**config.mk**
```make
export PLATFORM = sky130hd
export DESIGN_NAME = sttm_timer
export DESIGN_NICKNAME = d
export VERILOG_FILES = /design/src/hw/sttm_pkg.sv /design/src/hw/sttm_timer.sv
export SDC_FILE = /design/constraint.sdc
export NUM_CORES = 1
export LEC_CHECK = 0
export BUFFER_PORTS_ARGS = -buffer_cell sky130_fd_sc_hd__buf_4
export CORE_UTILIZATION = 50
export CTS_BUF_LIST = sky130_fd_sc_hd__clkbuf_16
export DETAILED_ROUTE_END_ITERATION = 8
export GPL_TIMING_DRIVEN = 0
export PLACE_DENSITY = 0.68
export SLEW_MARGIN = 20
export SYNTH_ARGS = -nofsm -noshare
export SYNTH_HDL_FRONTEND = slang
export SYNTH_SLANG_ARGS = --single-unit
```
**constraint.sdc**
```tcl
create_clock -name I_CLOCK -period 13.3 [get_ports I_CLOCK]
set_input_delay 0 -clock I_CLOCK [delete_from_list [all_inputs] [get_ports I_CLOCK]]
set_output_delay 0 -clock I_CLOCK [all_outputs]
set_load 0.01 [all_outputs]
```
**src/hw/sttm_pkg.sv**
```systemverilog
// Constants, register map and field layout of the ten-bit timer.
// Assumes a byte-wide register port and a single system clock.
// What this block does
// - Ten-bit up-counter counts enabled, unpaused module clocks.
// - Period compares bits 9..7; duty compares all.
// - On rise clears counter; off holds value.
// - Pause bit holds counter, resumes afterwards.
// - Clock select picks divided, sub or external.
// - Period match at N*128, zero means 1024.
// - Clear select picks duty or period clear.
// - Clear select ignored in PWM, pulse, capture.
// - Mode bits pick compare, capture, PWM, timer.
// - Compare mode duty match drives output action.
// - PWM function bits force, waveform or pulse.
// - Capture function bits choose capture edge.
// - On rise restores output initial level.
// - Output control sets initial or active level.
// - Polarity inverts pin; also applied in timer mode.
// - Swap bit exchanges period and duty roles in PWM only.
// - Overflow or clearing match raises event pulse.
// - Timer mode leaves output pin undriven.
// - Low bytes pass through shared byte buffer.
// - No period flag when duty clears counter.
package sttm_pkg;
    // Register offsets on the byte port.
    localparam logic [2:0] OFF_CTL0 = 3'h0;
    localparam logic [2:0] OFF_CTL1 = 3'h1;
    localparam logic [2:0] OFF_CNT_LO = 3'h2;
    localparam logic [2:0] OFF_CNT_HI = 3'h3;
    localparam logic [2:0] OFF_DUTY_LO = 3'h4;
    localparam logic [2:0] OFF_DUTY_HI = 3'h5;
    // Field positions in control register 0.
    localparam int C0_PAUSE = 7;
    localparam int C0_CLK_HI = 6;
    localparam int C0_CLK_LO = 4;
    localparam int C0_ON = 3;
    localparam int C0_PER_HI = 2;
    // Field positions in control register 1.
    localparam int C1_MODE_HI = 7;
    localparam int C1_MODE_LO = 6;
    localparam int C1_FUNC_HI = 5;
    localparam int C1_FUNC_LO = 4;
    localparam int C1_OC = 3;
    localparam int C1_POL = 2;
    localparam int C1_SWAP = 1;
    localparam int C1_CLR = 0;
    // Reset values.
    localparam logic [7:0] CTL_RESET = 8'h00;
    localparam logic [9:0] CNT_RESET = 10'h000;
    // Operating modes.
    localparam logic [1:0] MODE_CMP = 2'h0;
    localparam logic [1:0] MODE_CAP = 2'h1;
    localparam logic [1:0] MODE_PWM = 2'h2;
    localparam logic [1:0] MODE_TMR = 2'h3;
    // Function codes, shared by compare, capture and PWM modes.
    localparam logic [1:0] FN_0 = 2'h0;
    localparam logic [1:0] FN_1 = 2'h1;
    localparam logic [1:0] FN_2 = 2'h2;
    localparam logic [1:0] FN_3 = 2'h3;
    // Clock select codes.
    localparam logic [2:0] CK_SYS4 = 3'h0;
    localparam logic [2:0] CK_SYS = 3'h1;
    localparam logic [2:0] CK_H16 = 3'h2;
    localparam logic [2:0] CK_H64 = 3'h3;
    localparam logic [2:0] CK_SUB0 = 3'h4;
    localparam logic [2:0] CK_SUB1 = 3'h5;
    localparam logic [2:0] CK_EXT_R = 3'h6;
    localparam logic [2:0] CK_EXT_F = 3'h7;
    // Divider terminal counts and period step.
    localparam logic [1:0] DIV4_LAST = 2'h3;
    localparam logic [5:0] DIV16_MASK = 6'h0F;
    localparam logic [5:0] DIV64_LAST = 6'h3F;
    localparam logic [6:0] PER_LOW_ZERO = 7'h00;
    localparam logic [10:0] FULL_PERIOD = 11'h400;
endpackage

```
**src/hw/sttm_timer.sv**
```systemverilog
// Ten-bit timer with duty and period comparators, capture and PWM.
// Assumes clock ticks are synchronous to I_CLOCK; the external clock and capture pins are synchronised here.
//
// Implementation choices: the address map and strobed register access.
`timescale 1ns/1ps
module sttm_timer (
    // Clock and reset.
    input wire logic I_CLOCK,
    input wire logic I_RESET_N,
    // Register port.
    input wire logic [2:0] I_ADDR,
    input wire logic [7:0] I_WDATA,
    input wire logic I_WRITE,
    input wire logic I_READ,
    output logic [7:0] O_RDATA,
    // Internal clock ticks, one cycle per source clock period.
    input wire logic I_HIGH_CLK_TICK,
    input wire logic I_SUB_CLK_TICK,
    // Pins.
    input wire logic I_EXTERNAL_CLOCK_PIN,
    input wire logic I_CAPTURE_INPUT_PIN,
    output logic O_TIMER_OUTPUT_PIN,
    output logic O_TIMER_OUTPUT_OE_N,
    // Event pulses.
    output logic O_DUTY_MATCH_FLAG,
    output logic O_PERIOD_MATCH_FLAG
);
    // Whole state of the block.
    typedef struct packed {
        logic [7:0] ctl0;
        logic [7:0] ctl1;
        logic [9:0] cnt;
        logic [9:0] duty;
        logic [7:0] buffer;
        logic [7:0] rdata;
        logic out;
        logic flag_a;
        logic flag_p;
        logic pulse_run;
        logic [1:0] pre4;
        logic [5:0] pre_h;
        logic ext_s1;
        logic ext_s2;
        logic ext_s3;
        logic cap_s1;
        logic cap_s2;
        logic cap_s3;
    } sttm_state_s;

    sttm_state_s st_reg;
    sttm_state_s st_next;

    // Decoded control fields of the current state.
    logic on_bit;
    logic pause_bit;
    logic [2:0] clk_sel;
    logic [2:0] per_val;
    logic [1:0] mode;
    logic [1:0] func;
    logic oc_bit;
    logic pol_bit;
    logic swap_bit;
    logic clr_bit;
    assign on_bit = st_reg.ctl0[sttm_pkg::C0_ON];
    assign pause_bit = st_reg.ctl0[sttm_pkg::C0_PAUSE];
    assign clk_sel = st_reg.ctl0[sttm_pkg::C0_CLK_HI:sttm_pkg::C0_CLK_LO];
    assign per_val = st_reg.ctl0[sttm_pkg::C0_PER_HI:0];
    assign mode = st_reg.ctl1[sttm_pkg::C1_MODE_HI:sttm_pkg::C1_MODE_LO];
    assign func = st_reg.ctl1[sttm_pkg::C1_FUNC_HI:sttm_pkg::C1_FUNC_LO];
    assign oc_bit = st_reg.ctl1[sttm_pkg::C1_OC];
    assign pol_bit = st_reg.ctl1[sttm_pkg::C1_POL];
    assign swap_bit = st_reg.ctl1[sttm_pkg::C1_SWAP];
    assign clr_bit = st_reg.ctl1[sttm_pkg::C1_CLR];

    // Next-state logic for counter, comparators, output and registers.
    always_comb begin
        logic tick;
        logic ext_rise;
        logic ext_fall;
        logic cap_rise;
        logic cap_fall;
        logic cap_hit;
        logic cmp_like;
        logic run;
        logic [10:0] cnt_inc;
        logic a_hit;
        logic p_hit;
        logic wrap;
        logic on_rise;
        logic [10:0] duty_lim;
        logic spo;
        tick = 1'b0;
        ext_rise = 1'b0;
        ext_fall = 1'b0;
        cap_rise = 1'b0;
        cap_fall = 1'b0;
        cap_hit = 1'b0;
        cmp_like = 1'b0;
        run = 1'b0;
        cnt_inc = 11'h000;
        a_hit = 1'b0;
        p_hit = 1'b0;
        wrap = 1'b0;
        on_rise = 1'b0;
        duty_lim = 11'h000;
        spo = 1'b0;
        st_next = st_reg;
        st_next.flag_a = 1'b0;
        st_next.flag_p = 1'b0;
        st_next.rdata = 8'h00;
        // Only the edge detectors read the last stage of each chain.
        // synchroniser stages
        st_next.ext_s1 = I_EXTERNAL_CLOCK_PIN;
        st_next.ext_s2 = st_reg.ext_s1;
        st_next.ext_s3 = st_reg.ext_s2;
        st_next.cap_s1 = I_CAPTURE_INPUT_PIN;
        st_next.cap_s2 = st_reg.cap_s1;
        st_next.cap_s3 = st_reg.cap_s2;
        ext_rise = st_reg.ext_s2 & ~st_reg.ext_s3;
        ext_fall = ~st_reg.ext_s2 & st_reg.ext_s3;
        cap_rise = st_reg.cap_s2 & ~st_reg.cap_s3;
        cap_fall = ~st_reg.cap_s2 & st_reg.cap_s3;
        // Free-running prescalers for the divided sources.
        st_next.pre4 = st_reg.pre4 + 2'h1;
        if (I_HIGH_CLK_TICK) begin
            st_next.pre_h = st_reg.pre_h + 6'h01;
        end
        unique case (clk_sel)
            sttm_pkg::CK_SYS4: tick = (st_reg.pre4 == sttm_pkg::DIV4_LAST);
            sttm_pkg::CK_SYS: tick = 1'b1;
            sttm_pkg::CK_H16: tick = I_HIGH_CLK_TICK &&
                ((st_reg.pre_h & sttm_pkg::DIV16_MASK) ==
                 sttm_pkg::DIV16_MASK);
            sttm_pkg::CK_H64: tick = I_HIGH_CLK_TICK &&
                (st_reg.pre_h == sttm_pkg::DIV64_LAST);
            sttm_pkg::CK_SUB0: tick = I_SUB_CLK_TICK;
            sttm_pkg::CK_SUB1: tick = I_SUB_CLK_TICK;
            sttm_pkg::CK_EXT_R: tick = ext_rise;
            sttm_pkg::CK_EXT_F: tick = ext_fall;
        endcase
        cmp_like = (mode == sttm_pkg::MODE_CMP) ||
                   (mode == sttm_pkg::MODE_TMR);
        spo = (mode == sttm_pkg::MODE_PWM) && (func == sttm_pkg::FN_3);
        // count only when on and not paused
        run = on_bit && !pause_bit && tick && (!spo || st_reg.pulse_run);
        cnt_inc = {1'b0, st_reg.cnt} + 11'h001;
        // period match on the top three bits
        p_hit = (cnt_inc[9:0] == {per_val, sttm_pkg::PER_LOW_ZERO});
        // full ten-bit duty compare, zero never matches
        a_hit = (cnt_inc[9:0] == st_reg.duty) &&
                (st_reg.duty != sttm_pkg::CNT_RESET);
        if (cmp_like) begin
            wrap = clr_bit ? a_hit : p_hit;
        end else if (mode == sttm_pkg::MODE_PWM && swap_bit) begin
            wrap = a_hit;
        end else begin
            wrap = p_hit;
        end
        if (run) begin
            st_next.cnt = wrap ? sttm_pkg::CNT_RESET : cnt_inc[9:0];
            // event pulses on matches and overflow
            st_next.flag_a = a_hit && (mode != sttm_pkg::MODE_CAP);
            // no period flag while duty clears
            st_next.flag_p = p_hit && !(cmp_like && clr_bit);
        end
        if (run && a_hit && mode == sttm_pkg::MODE_CMP) begin
            unique case (func)
                sttm_pkg::FN_0: st_next.out = st_reg.out;
                sttm_pkg::FN_1: st_next.out = 1'b0;
                sttm_pkg::FN_2: st_next.out = 1'b1;
                sttm_pkg::FN_3: st_next.out = ~st_reg.out;
            endcase
        end
        // Swapped roles make the period comparator set the duty limit.
        // duty limit from either comparator
        if (swap_bit) begin
            duty_lim = (per_val == 3'h0) ? sttm_pkg::FULL_PERIOD :
                       {1'b0, per_val, sttm_pkg::PER_LOW_ZERO};
        end else begin
            duty_lim = {1'b0, st_reg.duty};
        end
        if (mode == sttm_pkg::MODE_PWM && on_bit) begin
            unique case (func)
                sttm_pkg::FN_0: st_next.out = ~oc_bit;
                sttm_pkg::FN_1: st_next.out = oc_bit;
                sttm_pkg::FN_2: st_next.out =
                    ({1'b0, st_next.cnt} < duty_lim) ? oc_bit : ~oc_bit;
                sttm_pkg::FN_3: begin
                    // Trigger edge starts a pulse, duty match ends it.
                    // A trigger is ignored while paused, so the count holds.
                    if (!st_reg.pulse_run && ext_rise && !pause_bit) begin
                        st_next.pulse_run = 1'b1;
                        st_next.cnt = sttm_pkg::CNT_RESET;
                        st_next.out = oc_bit;
                    end else if (run && a_hit) begin
                        st_next.pulse_run = 1'b0;
                        st_next.out = ~oc_bit;
                    end
                end
            endcase
        end
        if (mode == sttm_pkg::MODE_CAP && on_bit) begin
            unique case (func)
                sttm_pkg::FN_0: cap_hit = cap_rise;
                sttm_pkg::FN_1: cap_hit = cap_fall;
                sttm_pkg::FN_2: cap_hit = cap_rise | cap_fall;
                sttm_pkg::FN_3: cap_hit = 1'b0;
            endcase
        end
        if (cap_hit) begin
            st_next.duty = st_reg.cnt;
            st_next.flag_a = 1'b1;
        end
        // Register writes; the counter bytes ignore writes.
        if (I_WRITE) begin
            unique case (I_ADDR)
                sttm_pkg::OFF_CTL0: begin
                    st_next.ctl0 = I_WDATA;
                    on_rise = I_WDATA[sttm_pkg::C0_ON] && !on_bit;
                end
                sttm_pkg::OFF_CTL1: st_next.ctl1 = I_WDATA;
                // low byte goes to the buffer
                sttm_pkg::OFF_DUTY_LO: st_next.buffer = I_WDATA;
                // high write moves buffer into low byte
                sttm_pkg::OFF_DUTY_HI:
                    st_next.duty = {I_WDATA[1:0], st_reg.buffer};
                default: st_next.buffer = st_next.buffer;
            endcase
        end
        // on rise clears counter and restores output
        if (on_rise) begin
            st_next.cnt = sttm_pkg::CNT_RESET;
            st_next.out = I_WDATA[sttm_pkg::C0_ON] ?
                          st_next.ctl1[sttm_pkg::C1_OC] : oc_bit;
            st_next.pulse_run = 1'b0;
        end
        // Register reads, answered in the following cycle.
        // A high-byte read refreshes the shared buffer for the next low read.
        if (I_READ) begin
            unique case (I_ADDR)
                sttm_pkg::OFF_CTL0: st_next.rdata = st_reg.ctl0;
                sttm_pkg::OFF_CTL1: st_next.rdata = st_reg.ctl1;
                sttm_pkg::OFF_CNT_LO: st_next.rdata = st_reg.buffer;
                sttm_pkg::OFF_CNT_HI: begin
                    st_next.rdata = {6'h00, st_reg.cnt[9:8]};
                    st_next.buffer = st_reg.cnt[7:0];
                end
                sttm_pkg::OFF_DUTY_LO: st_next.rdata = st_reg.buffer;
                sttm_pkg::OFF_DUTY_HI: begin
                    st_next.rdata = {6'h00, st_reg.duty[9:8]};
                    st_next.buffer = st_reg.duty[7:0];
                end
                default: st_next.rdata = 8'h00;
            endcase
        end
    end

    // State register; every field starts from a constant.
    always_ff @(posedge I_CLOCK or negedge I_RESET_N) begin
        if (!I_RESET_N) begin
            st_reg <= '0;
        end else begin
            st_reg <= st_next;
        end
    end

    // Outputs taken from the state flops.
    assign O_RDATA = st_reg.rdata;
    assign O_DUTY_MATCH_FLAG = st_reg.flag_a;
    assign O_PERIOD_MATCH_FLAG = st_reg.flag_p;
    assign O_TIMER_OUTPUT_PIN = st_reg.out ^ pol_bit;
    // The pin level still follows the flop while released; loads ignore it.
    // pin released in timer and capture modes
    assign O_TIMER_OUTPUT_OE_N = (mode == sttm_pkg::MODE_TMR) ||
                                 (mode == sttm_pkg::MODE_CAP);

    // Checks on the counter, the match flags, register reads and the output pin.
    // Every check is skipped while reset is held.
    a_on_rise_clear: assert property (
        @(posedge I_CLOCK) disable iff (!I_RESET_N)
        $rose(on_bit) |-> (st_reg.cnt == sttm_pkg::CNT_RESET))
        else $error("Counter not cleared on switch on.");
    a_off_holds: assert property (
        @(posedge I_CLOCK) disable iff (!I_RESET_N)
        (!on_bit)[*2] |-> $stable(st_reg.cnt))
        else $error("Counter moved while off.");
    a_pause_holds: assert property (
        @(posedge I_CLOCK) disable iff (!I_RESET_N)
        (on_bit && pause_bit)[*2] |-> $stable(st_reg.cnt))
        else $error("Counter moved while paused.");
    a_sys_counts: assert property (
        @(posedge I_CLOCK) disable iff (!I_RESET_N)
        (on_bit && !pause_bit && clk_sel == sttm_pkg::CK_SYS &&
         mode != sttm_pkg::MODE_PWM)[*2] ##0 !$rose(on_bit) |->
        st_reg.cnt == $past(st_reg.cnt) + 10'h001 ||
        st_reg.cnt == sttm_pkg::CNT_RESET)
        else $error("Counter did not advance on system clock.");
    a_no_per_flag: assert property (
        @(posedge I_CLOCK) disable iff (!I_RESET_N)
        O_PERIOD_MATCH_FLAG |-> !($past(clr_bit) &&
        ($past(mode) == sttm_pkg::MODE_CMP ||
         $past(mode) == sttm_pkg::MODE_TMR)))
        else $error("Period flag raised while duty clears.");
    a_duty_clears: assert property (
        @(posedge I_CLOCK) disable iff (!I_RESET_N)
        O_DUTY_MATCH_FLAG && $past(clr_bit) &&
        $past(mode) == sttm_pkg::MODE_CMP |-> st_reg.cnt == 10'h000)
        else $error("Duty match did not clear counter.");
    a_toggle_out: assert property (
        @(posedge I_CLOCK) disable iff (!I_RESET_N)
        O_DUTY_MATCH_FLAG && $past(mode) == sttm_pkg::MODE_CMP &&
        $past(func) == sttm_pkg::FN_3 && !$rose(on_bit) |->
        st_reg.out != $past(st_reg.out))
        else $error("Output did not toggle on duty match.");
    a_timer_undriven: assert property (
        @(posedge I_CLOCK) disable iff (!I_RESET_N)
        mode == sttm_pkg::MODE_TMR |-> O_TIMER_OUTPUT_OE_N)
        else $error("Output driven in timer mode.");
    a_high_read: assert property (
        @(posedge I_CLOCK) disable iff (!I_RESET_N)
        I_READ && I_ADDR == sttm_pkg::OFF_CNT_HI |=>
        O_RDATA == {6'h00, $past(st_reg.cnt[9:8])} &&
        st_reg.buffer == $past(st_reg.cnt[7:0]))
        else $error("High byte read did not latch low byte.");
    // forced active level keeps the output flop at its level.
    a_pwm_forced: assert property (
        @(posedge I_CLOCK) disable iff (!I_RESET_N)
        $past(on_bit) && $past(mode) == sttm_pkg::MODE_PWM &&
        $past(func) == sttm_pkg::FN_1 |-> st_reg.out == $past(oc_bit))
        else $error("Forced active level not held.");
    // disabled capture raises no duty flag.
    a_cap_disabled: assert property (
        @(posedge I_CLOCK) disable iff (!I_RESET_N)
        $past(mode) == sttm_pkg::MODE_CAP &&
        $past(func) == sttm_pkg::FN_3 |-> !O_DUTY_MATCH_FLAG)
        else $error("Duty flag raised with capture disabled.");
endmodule // sttm_timer

```
After elaboration in Yosys (flattened, before gate mapping) --
Index checks and enable logic that the tools add are counted.
Storage, ports and cells: memory bits (read-only) 0, logic and storage cells 140, bits in registers 70, RAM bits 0, input bits 19, bits in latches 0, memories 0
Operators by class: bitwise logic cells 12, mux-type cells 41, $mul 0, shift-type cells 0, equal/unequal tests 24, $lt $le $gt $ge 1, div/mod/pow operators 0, reductions and logical operators 40, add/subtract/negate cells 3
Operators with widths (count):
- two-way mux 10 bit | 8
- case mux 8 bit (5 select lines) | 1
- two-way mux 11 bit | 2
- equality test 10 bit | 2
- two-way mux 1 bit | 19
- equality test 3 bit (second input constant) | 6
- logical AND 1 bit | 18
- two-way mux 18 bit | 1
- two-way mux 16 bit | 1
- case mux 8 bit (2 select lines) | 1
- equality test 3 x 2 -> 1 bit (second input constant) | 4
- case mux 1 bit (4 select lines) | 3
- less-than comparator 10 x 11 -> 1 bit | 1
- adder 10 x 1 -> 10 bit (second input constant) | 1
- equality test 2 bit (second input constant) | 5
- nonzero test 10 bit | 1
- logical NOT 3 bit | 3
- two-way mux 4 bit | 2
- two-way mux 8 bit | 1
- case mux 1 bit (7 select lines) | 1
- adder 6 x 1 -> 6 bit (second input constant) | 1
- equality test 3 x 1 -> 1 bit (second input constant) | 2
- equality test 6 bit (second input constant) | 1
- inverter 1 bit | 6
- 16 further kinds | 30

Longest topological paths before layout --
word-level depth 13, depth in mapped cells 20

Worst setup path after synthesis --
No wires, ideal clock.
path type reg-to-reg, start point reg st_reg[44] in the netlist's numbering, end point reg st_reg[17] in the netlist's numbering, required time 13.161 ns, arrival time 4.195 ns, library setup time 0.139 ns, path slack 8.966 ns, cell stages (with the launch flop) 21, cells stage by stage dfrtp_1 ha_1 buf_4 and2_1 buf_4 a41oi_1 o32a_4 a211o_1 nor4_4 nor2_1 a21oi_1 o21ai_0 ha_1 a21oi_1 nor2b_1 o21ai_0 a21oi_1 o31ai_1 mux2i_1 a2bb2oi_2 or4b_1
RTL lines:
- start: declaration | line sttm_timer.sv:50 | sttm_state_s st_reg;
- start signal: assignment | line sttm_timer.sv:263 | st_reg <= st_next;

==> summary.md <==
| Metric | Value |
|---|---|
| Vias/cell | 6.112 |
| Core Area | 8848 sq um |
| First-pass GRT wire length | 20.09 mm |
| Max reg flops | 41 |
| Final Max Slew Viols | 0 |
| Pwr Density | 168.2 nW/um^2 |
| Worst path max stage delay | 0.60 ns |
| DP HPWL | 8.977 mm |
| Clock-pin slew on the worst setup and hold paths | 0.06 ns |
| Asr flop ratio synth | 1.000 |
| Slowest stage cell, crit path | nor4_4 |
| Least-Margin Pin Slew | 0.9212 ns |
| Reg2reg setup slack | 7.99 ns |
| GPL Wtd Cong | 0.8792 |
| Failing checks | DRC |
| Cell mode on critical path | a21oi_1 |
| Power, Total | 0.0009110 W |
| Rel. slew slack | 0.3858 |
| Synth Flop Type | dfrtp_1 |
| Clock Path Buffers | 2 |
| Unrepaired setup endpoints after global routing | no |
| Die Area | 9617 sq um |
| IO Port Bufs | 28 |
| Die width | 98.07 um |
| Crit path capture type | flop |
| H-tree level count | 3 |
| Crit path DAT | 5.51 ns |
| Hold WC Path Type | input pin to flop |
| Share of cells above drive strength 1 | 0.1845 |
| GRT Util Overall | 0.2708 |
| DIE HEIGHT | 98.07 um |
| Post-Synthesis Cells | 486 |
| Sequential power share | 0.360 |
| Final Cycle Share | 0.3994 |
| Switching Share | 0.3668 |
| Skew final | 0.006032 ns |
| Row count | 34 |
| Area of the multi-input gates | 2590 sq um |
| Clk_lat worst skew | 0.33 ns |
| Antenna Violating Nets Remaining | 0 |
| Layout Nets | 574 |
| Max Cap Viol | 0 |
| Post-synth EDFFs | 0 |
| Cell Area, Synth | 4614 sq um |
| Reg area | 1752 sq um |
| Crit path kind | flop to flop |
| Drt total wl | 12.40 mm |
| Crit-path cells | ha_1 -> buf_4 -> and2_1 -> buf_4 -> a41oi_1 -> o32a_4 -> a211o_1 -> nor4_4 -> nor2_1 -> a21oi_1 -> o21ai_0 -> ha_1 -> a21oi_1 -> nor2b_1 -> o21ai_0 -> a21oi_1 -> o31ai_1 -> mux2i_1 -> a2bb2oi_2 -> or4b_1 |
| Drt wl/cell | 19.07 um |
| Antenna violations before repair | 0 |
| CTS resizes | 0 |
| Share of the synthesized area in the top cell type | 0.3796 |
| Setup Viol. Count Final | 0 |
| Leakage | 2.452 nW |
| Synth-to-Final Area Change | 17.41% |
| Largest net degree at the start of global routing | 71 |
| CTS Buf Count | 9 |
| CP required | 13.50 ns |
| Most frequent cells in the layout | dfrtp_1, nor2_1, buf_4 |
| Setup tns final | 0 ns |
| Clock power frac | 0.292 |
| Antenna cell count | 0 |
| Sw power | 0.0003341 W |
| Final hold vios | 0 |
| Startpoint class of the critical path | flop |
| Worst-path fanout max | 9 |
| Via count | 3,973 |
| Vias in the first global route | 3,796 |
| Fillers | 779 |
| CTS Root Cell | clkbuf_16 |
| Library cells used by synthesis | 71 |
| CTS tree | yes |
| Sequential fraction of the synthesis area | 0.3796 |
| DRC | 3 |
| Starting Density | 0.5215 |
| Fmax | 188.3 MHz |
| Peak VDD IR | 0.09800 mV |
| Total congestion overflow | 0 |
| Iter 0 DRT Violations | 240 |
| Ports | 31 |
| Most common cell after layout, fill and taps aside | dfrtp_1 |
| Synth warnings | 0 |
| Yosys top cell by area | dfrtp_1 |
| Logic pwr share | 0.348 |
| Total nets after synthesis | 523 |
| # hold bufs at CTS | 12 |
| Status | complete, but fails checks |
| #FFs+latches synth | 70 |
| Synth area leaders | dfrtp_1, mux2i_1, ha_1 |
| Fin crit period | 5.312 ns |
| Post-CTS Setup Bufs | 0 |
| CTS sink cnt | 70 |
| Syn_area_per_cell | 9.495 sq um |
| First drt pass iteration count | 7 |
| Cell Int Power | 0.0005769 W |
## final timing paths
path	cells after the start	end	start
max	20	st_reg[17]$_DFF_PN0_	st_reg[44]$_DFF_PN0_
min in group asynchronous	2	st_reg[52]$_DFF_PN0_	I_RESET_N
max in group asynchronous	2	st_reg[26]$_DFF_PN0_	I_RESET_N
max reg2reg	20	st_reg[17]$_DFF_PN0_	st_reg[44]$_DFF_PN0_
min reg2reg	0	st_next[3]$_DFF_PN0_	st_next[4]$_DFF_PN0_
min	3	st_reg[33]$_DFF_PN0_	I_READ
## cells in the mapped netlist (13+ instances only)
master and number:
inv_1 15, clkbuf_1 17, dfrtp_1 70, mux2_2 18, buf_4 13, nor2_1 44
o21ai_0 28, ha_1 18, mux2i_1 28, nand2_1 39, a22o_1 14, a21oi_1 23
## critical path: cells and delay by family, from the launching register on
kind | cells | cell delay [ns]
multiplexers | 1 | 0.18
AND/OR/NAND/NOR | 5 | 1.38
flip-flops | 1 | 0.44
buffers and inverters | 2 | 0.31
adder cells (fa/ha/maj) | 2 | 0.53
AO/OA/AOI/OAI | 10 | 2.36
## per-stage QoR
step / worst slack, ns / utilization / cells / hold WS [ns] / area, sq um
2_1_floorplan: 8.966 / - / 486 / -0.2956 / 4614
3_3_place_gp: 8.100 / 0.5605 / 622 / 0.1097 / 4960
3_5_place_dp: 8.096 / 0.5617 / 622 / 0.1123 / 4970
4_1_cts: 8.061 / 0.6123 / 650 / 0.1562 / 5418
5_1_grt: 7.721 / 0.6123 / 650 / 0.1936 / 5418
6_report: 7.988 / 0.6123 / 650 / 0.1769 / 5418
## layout make-up
| class | count | share of cell area |
|---|---|---|
| Timing Repair Buffer | 40 | 0.06097 |
| Multi-Input combinational cell | 361 | 0.4781 |
| Clock inverter | 7 | 0.01894 |
| Clock buffer | 9 | 0.04157 |
| Buffer | 39 | 0.04111 |
| Tap cell | 108 | 0.02494 |
| Sequential cell | 70 | 0.3233 |
| Inverter | 16 | 0.01109 |
## kinds of logic (layout without fill, tap and decap cells)
kind of cell / count (synthesis) / in the layout / synth area share
DFF: 70 / 70 / 0.3796
and+or+nand+nor: 157 / 157 / 0.1857
xor gates and xnor gates: 19 / 19 / 0.03606
adders and majority gates: 18 / 18 / 0.04881
buffers and inverters: 55 / 111 / 0.06128
muxes: 48 / 48 / 0.1128
AOI/OAI and AO/OA: 119 / 119 / 0.1757
## power groups by stage
stage / Clock (W) / Combinational, W / Sequential [W]
floorplan: 0 / 0.000233 / 0.000310
global placement: 0 / 0.000299 / 0.000328
detailed placement: 0 / 0.000308 / 0.000330
CTS: 0.000270 / 0.000314 / 0.000326
global route: 0.000279 / 0.000348 / 0.000335
finish: 0.000266 / 0.000317 / 0.000328
## metal layers
| metal | up-vias | global-route usage | wire [um] |
|---|---|---|---|
| li1 | 1875 | - | - |
| met1 | 1982 | 0.3879 | 5909 |
| met2 | 105 | 0.4269 | 5832 |
| met3 | 11 | 0.04510 | 536 |
| met4 | 0 | 0.06760 | 118 |
| met5 | - | 0 | 0 |
Note: power is estimated with default switching activity, not from simulation.
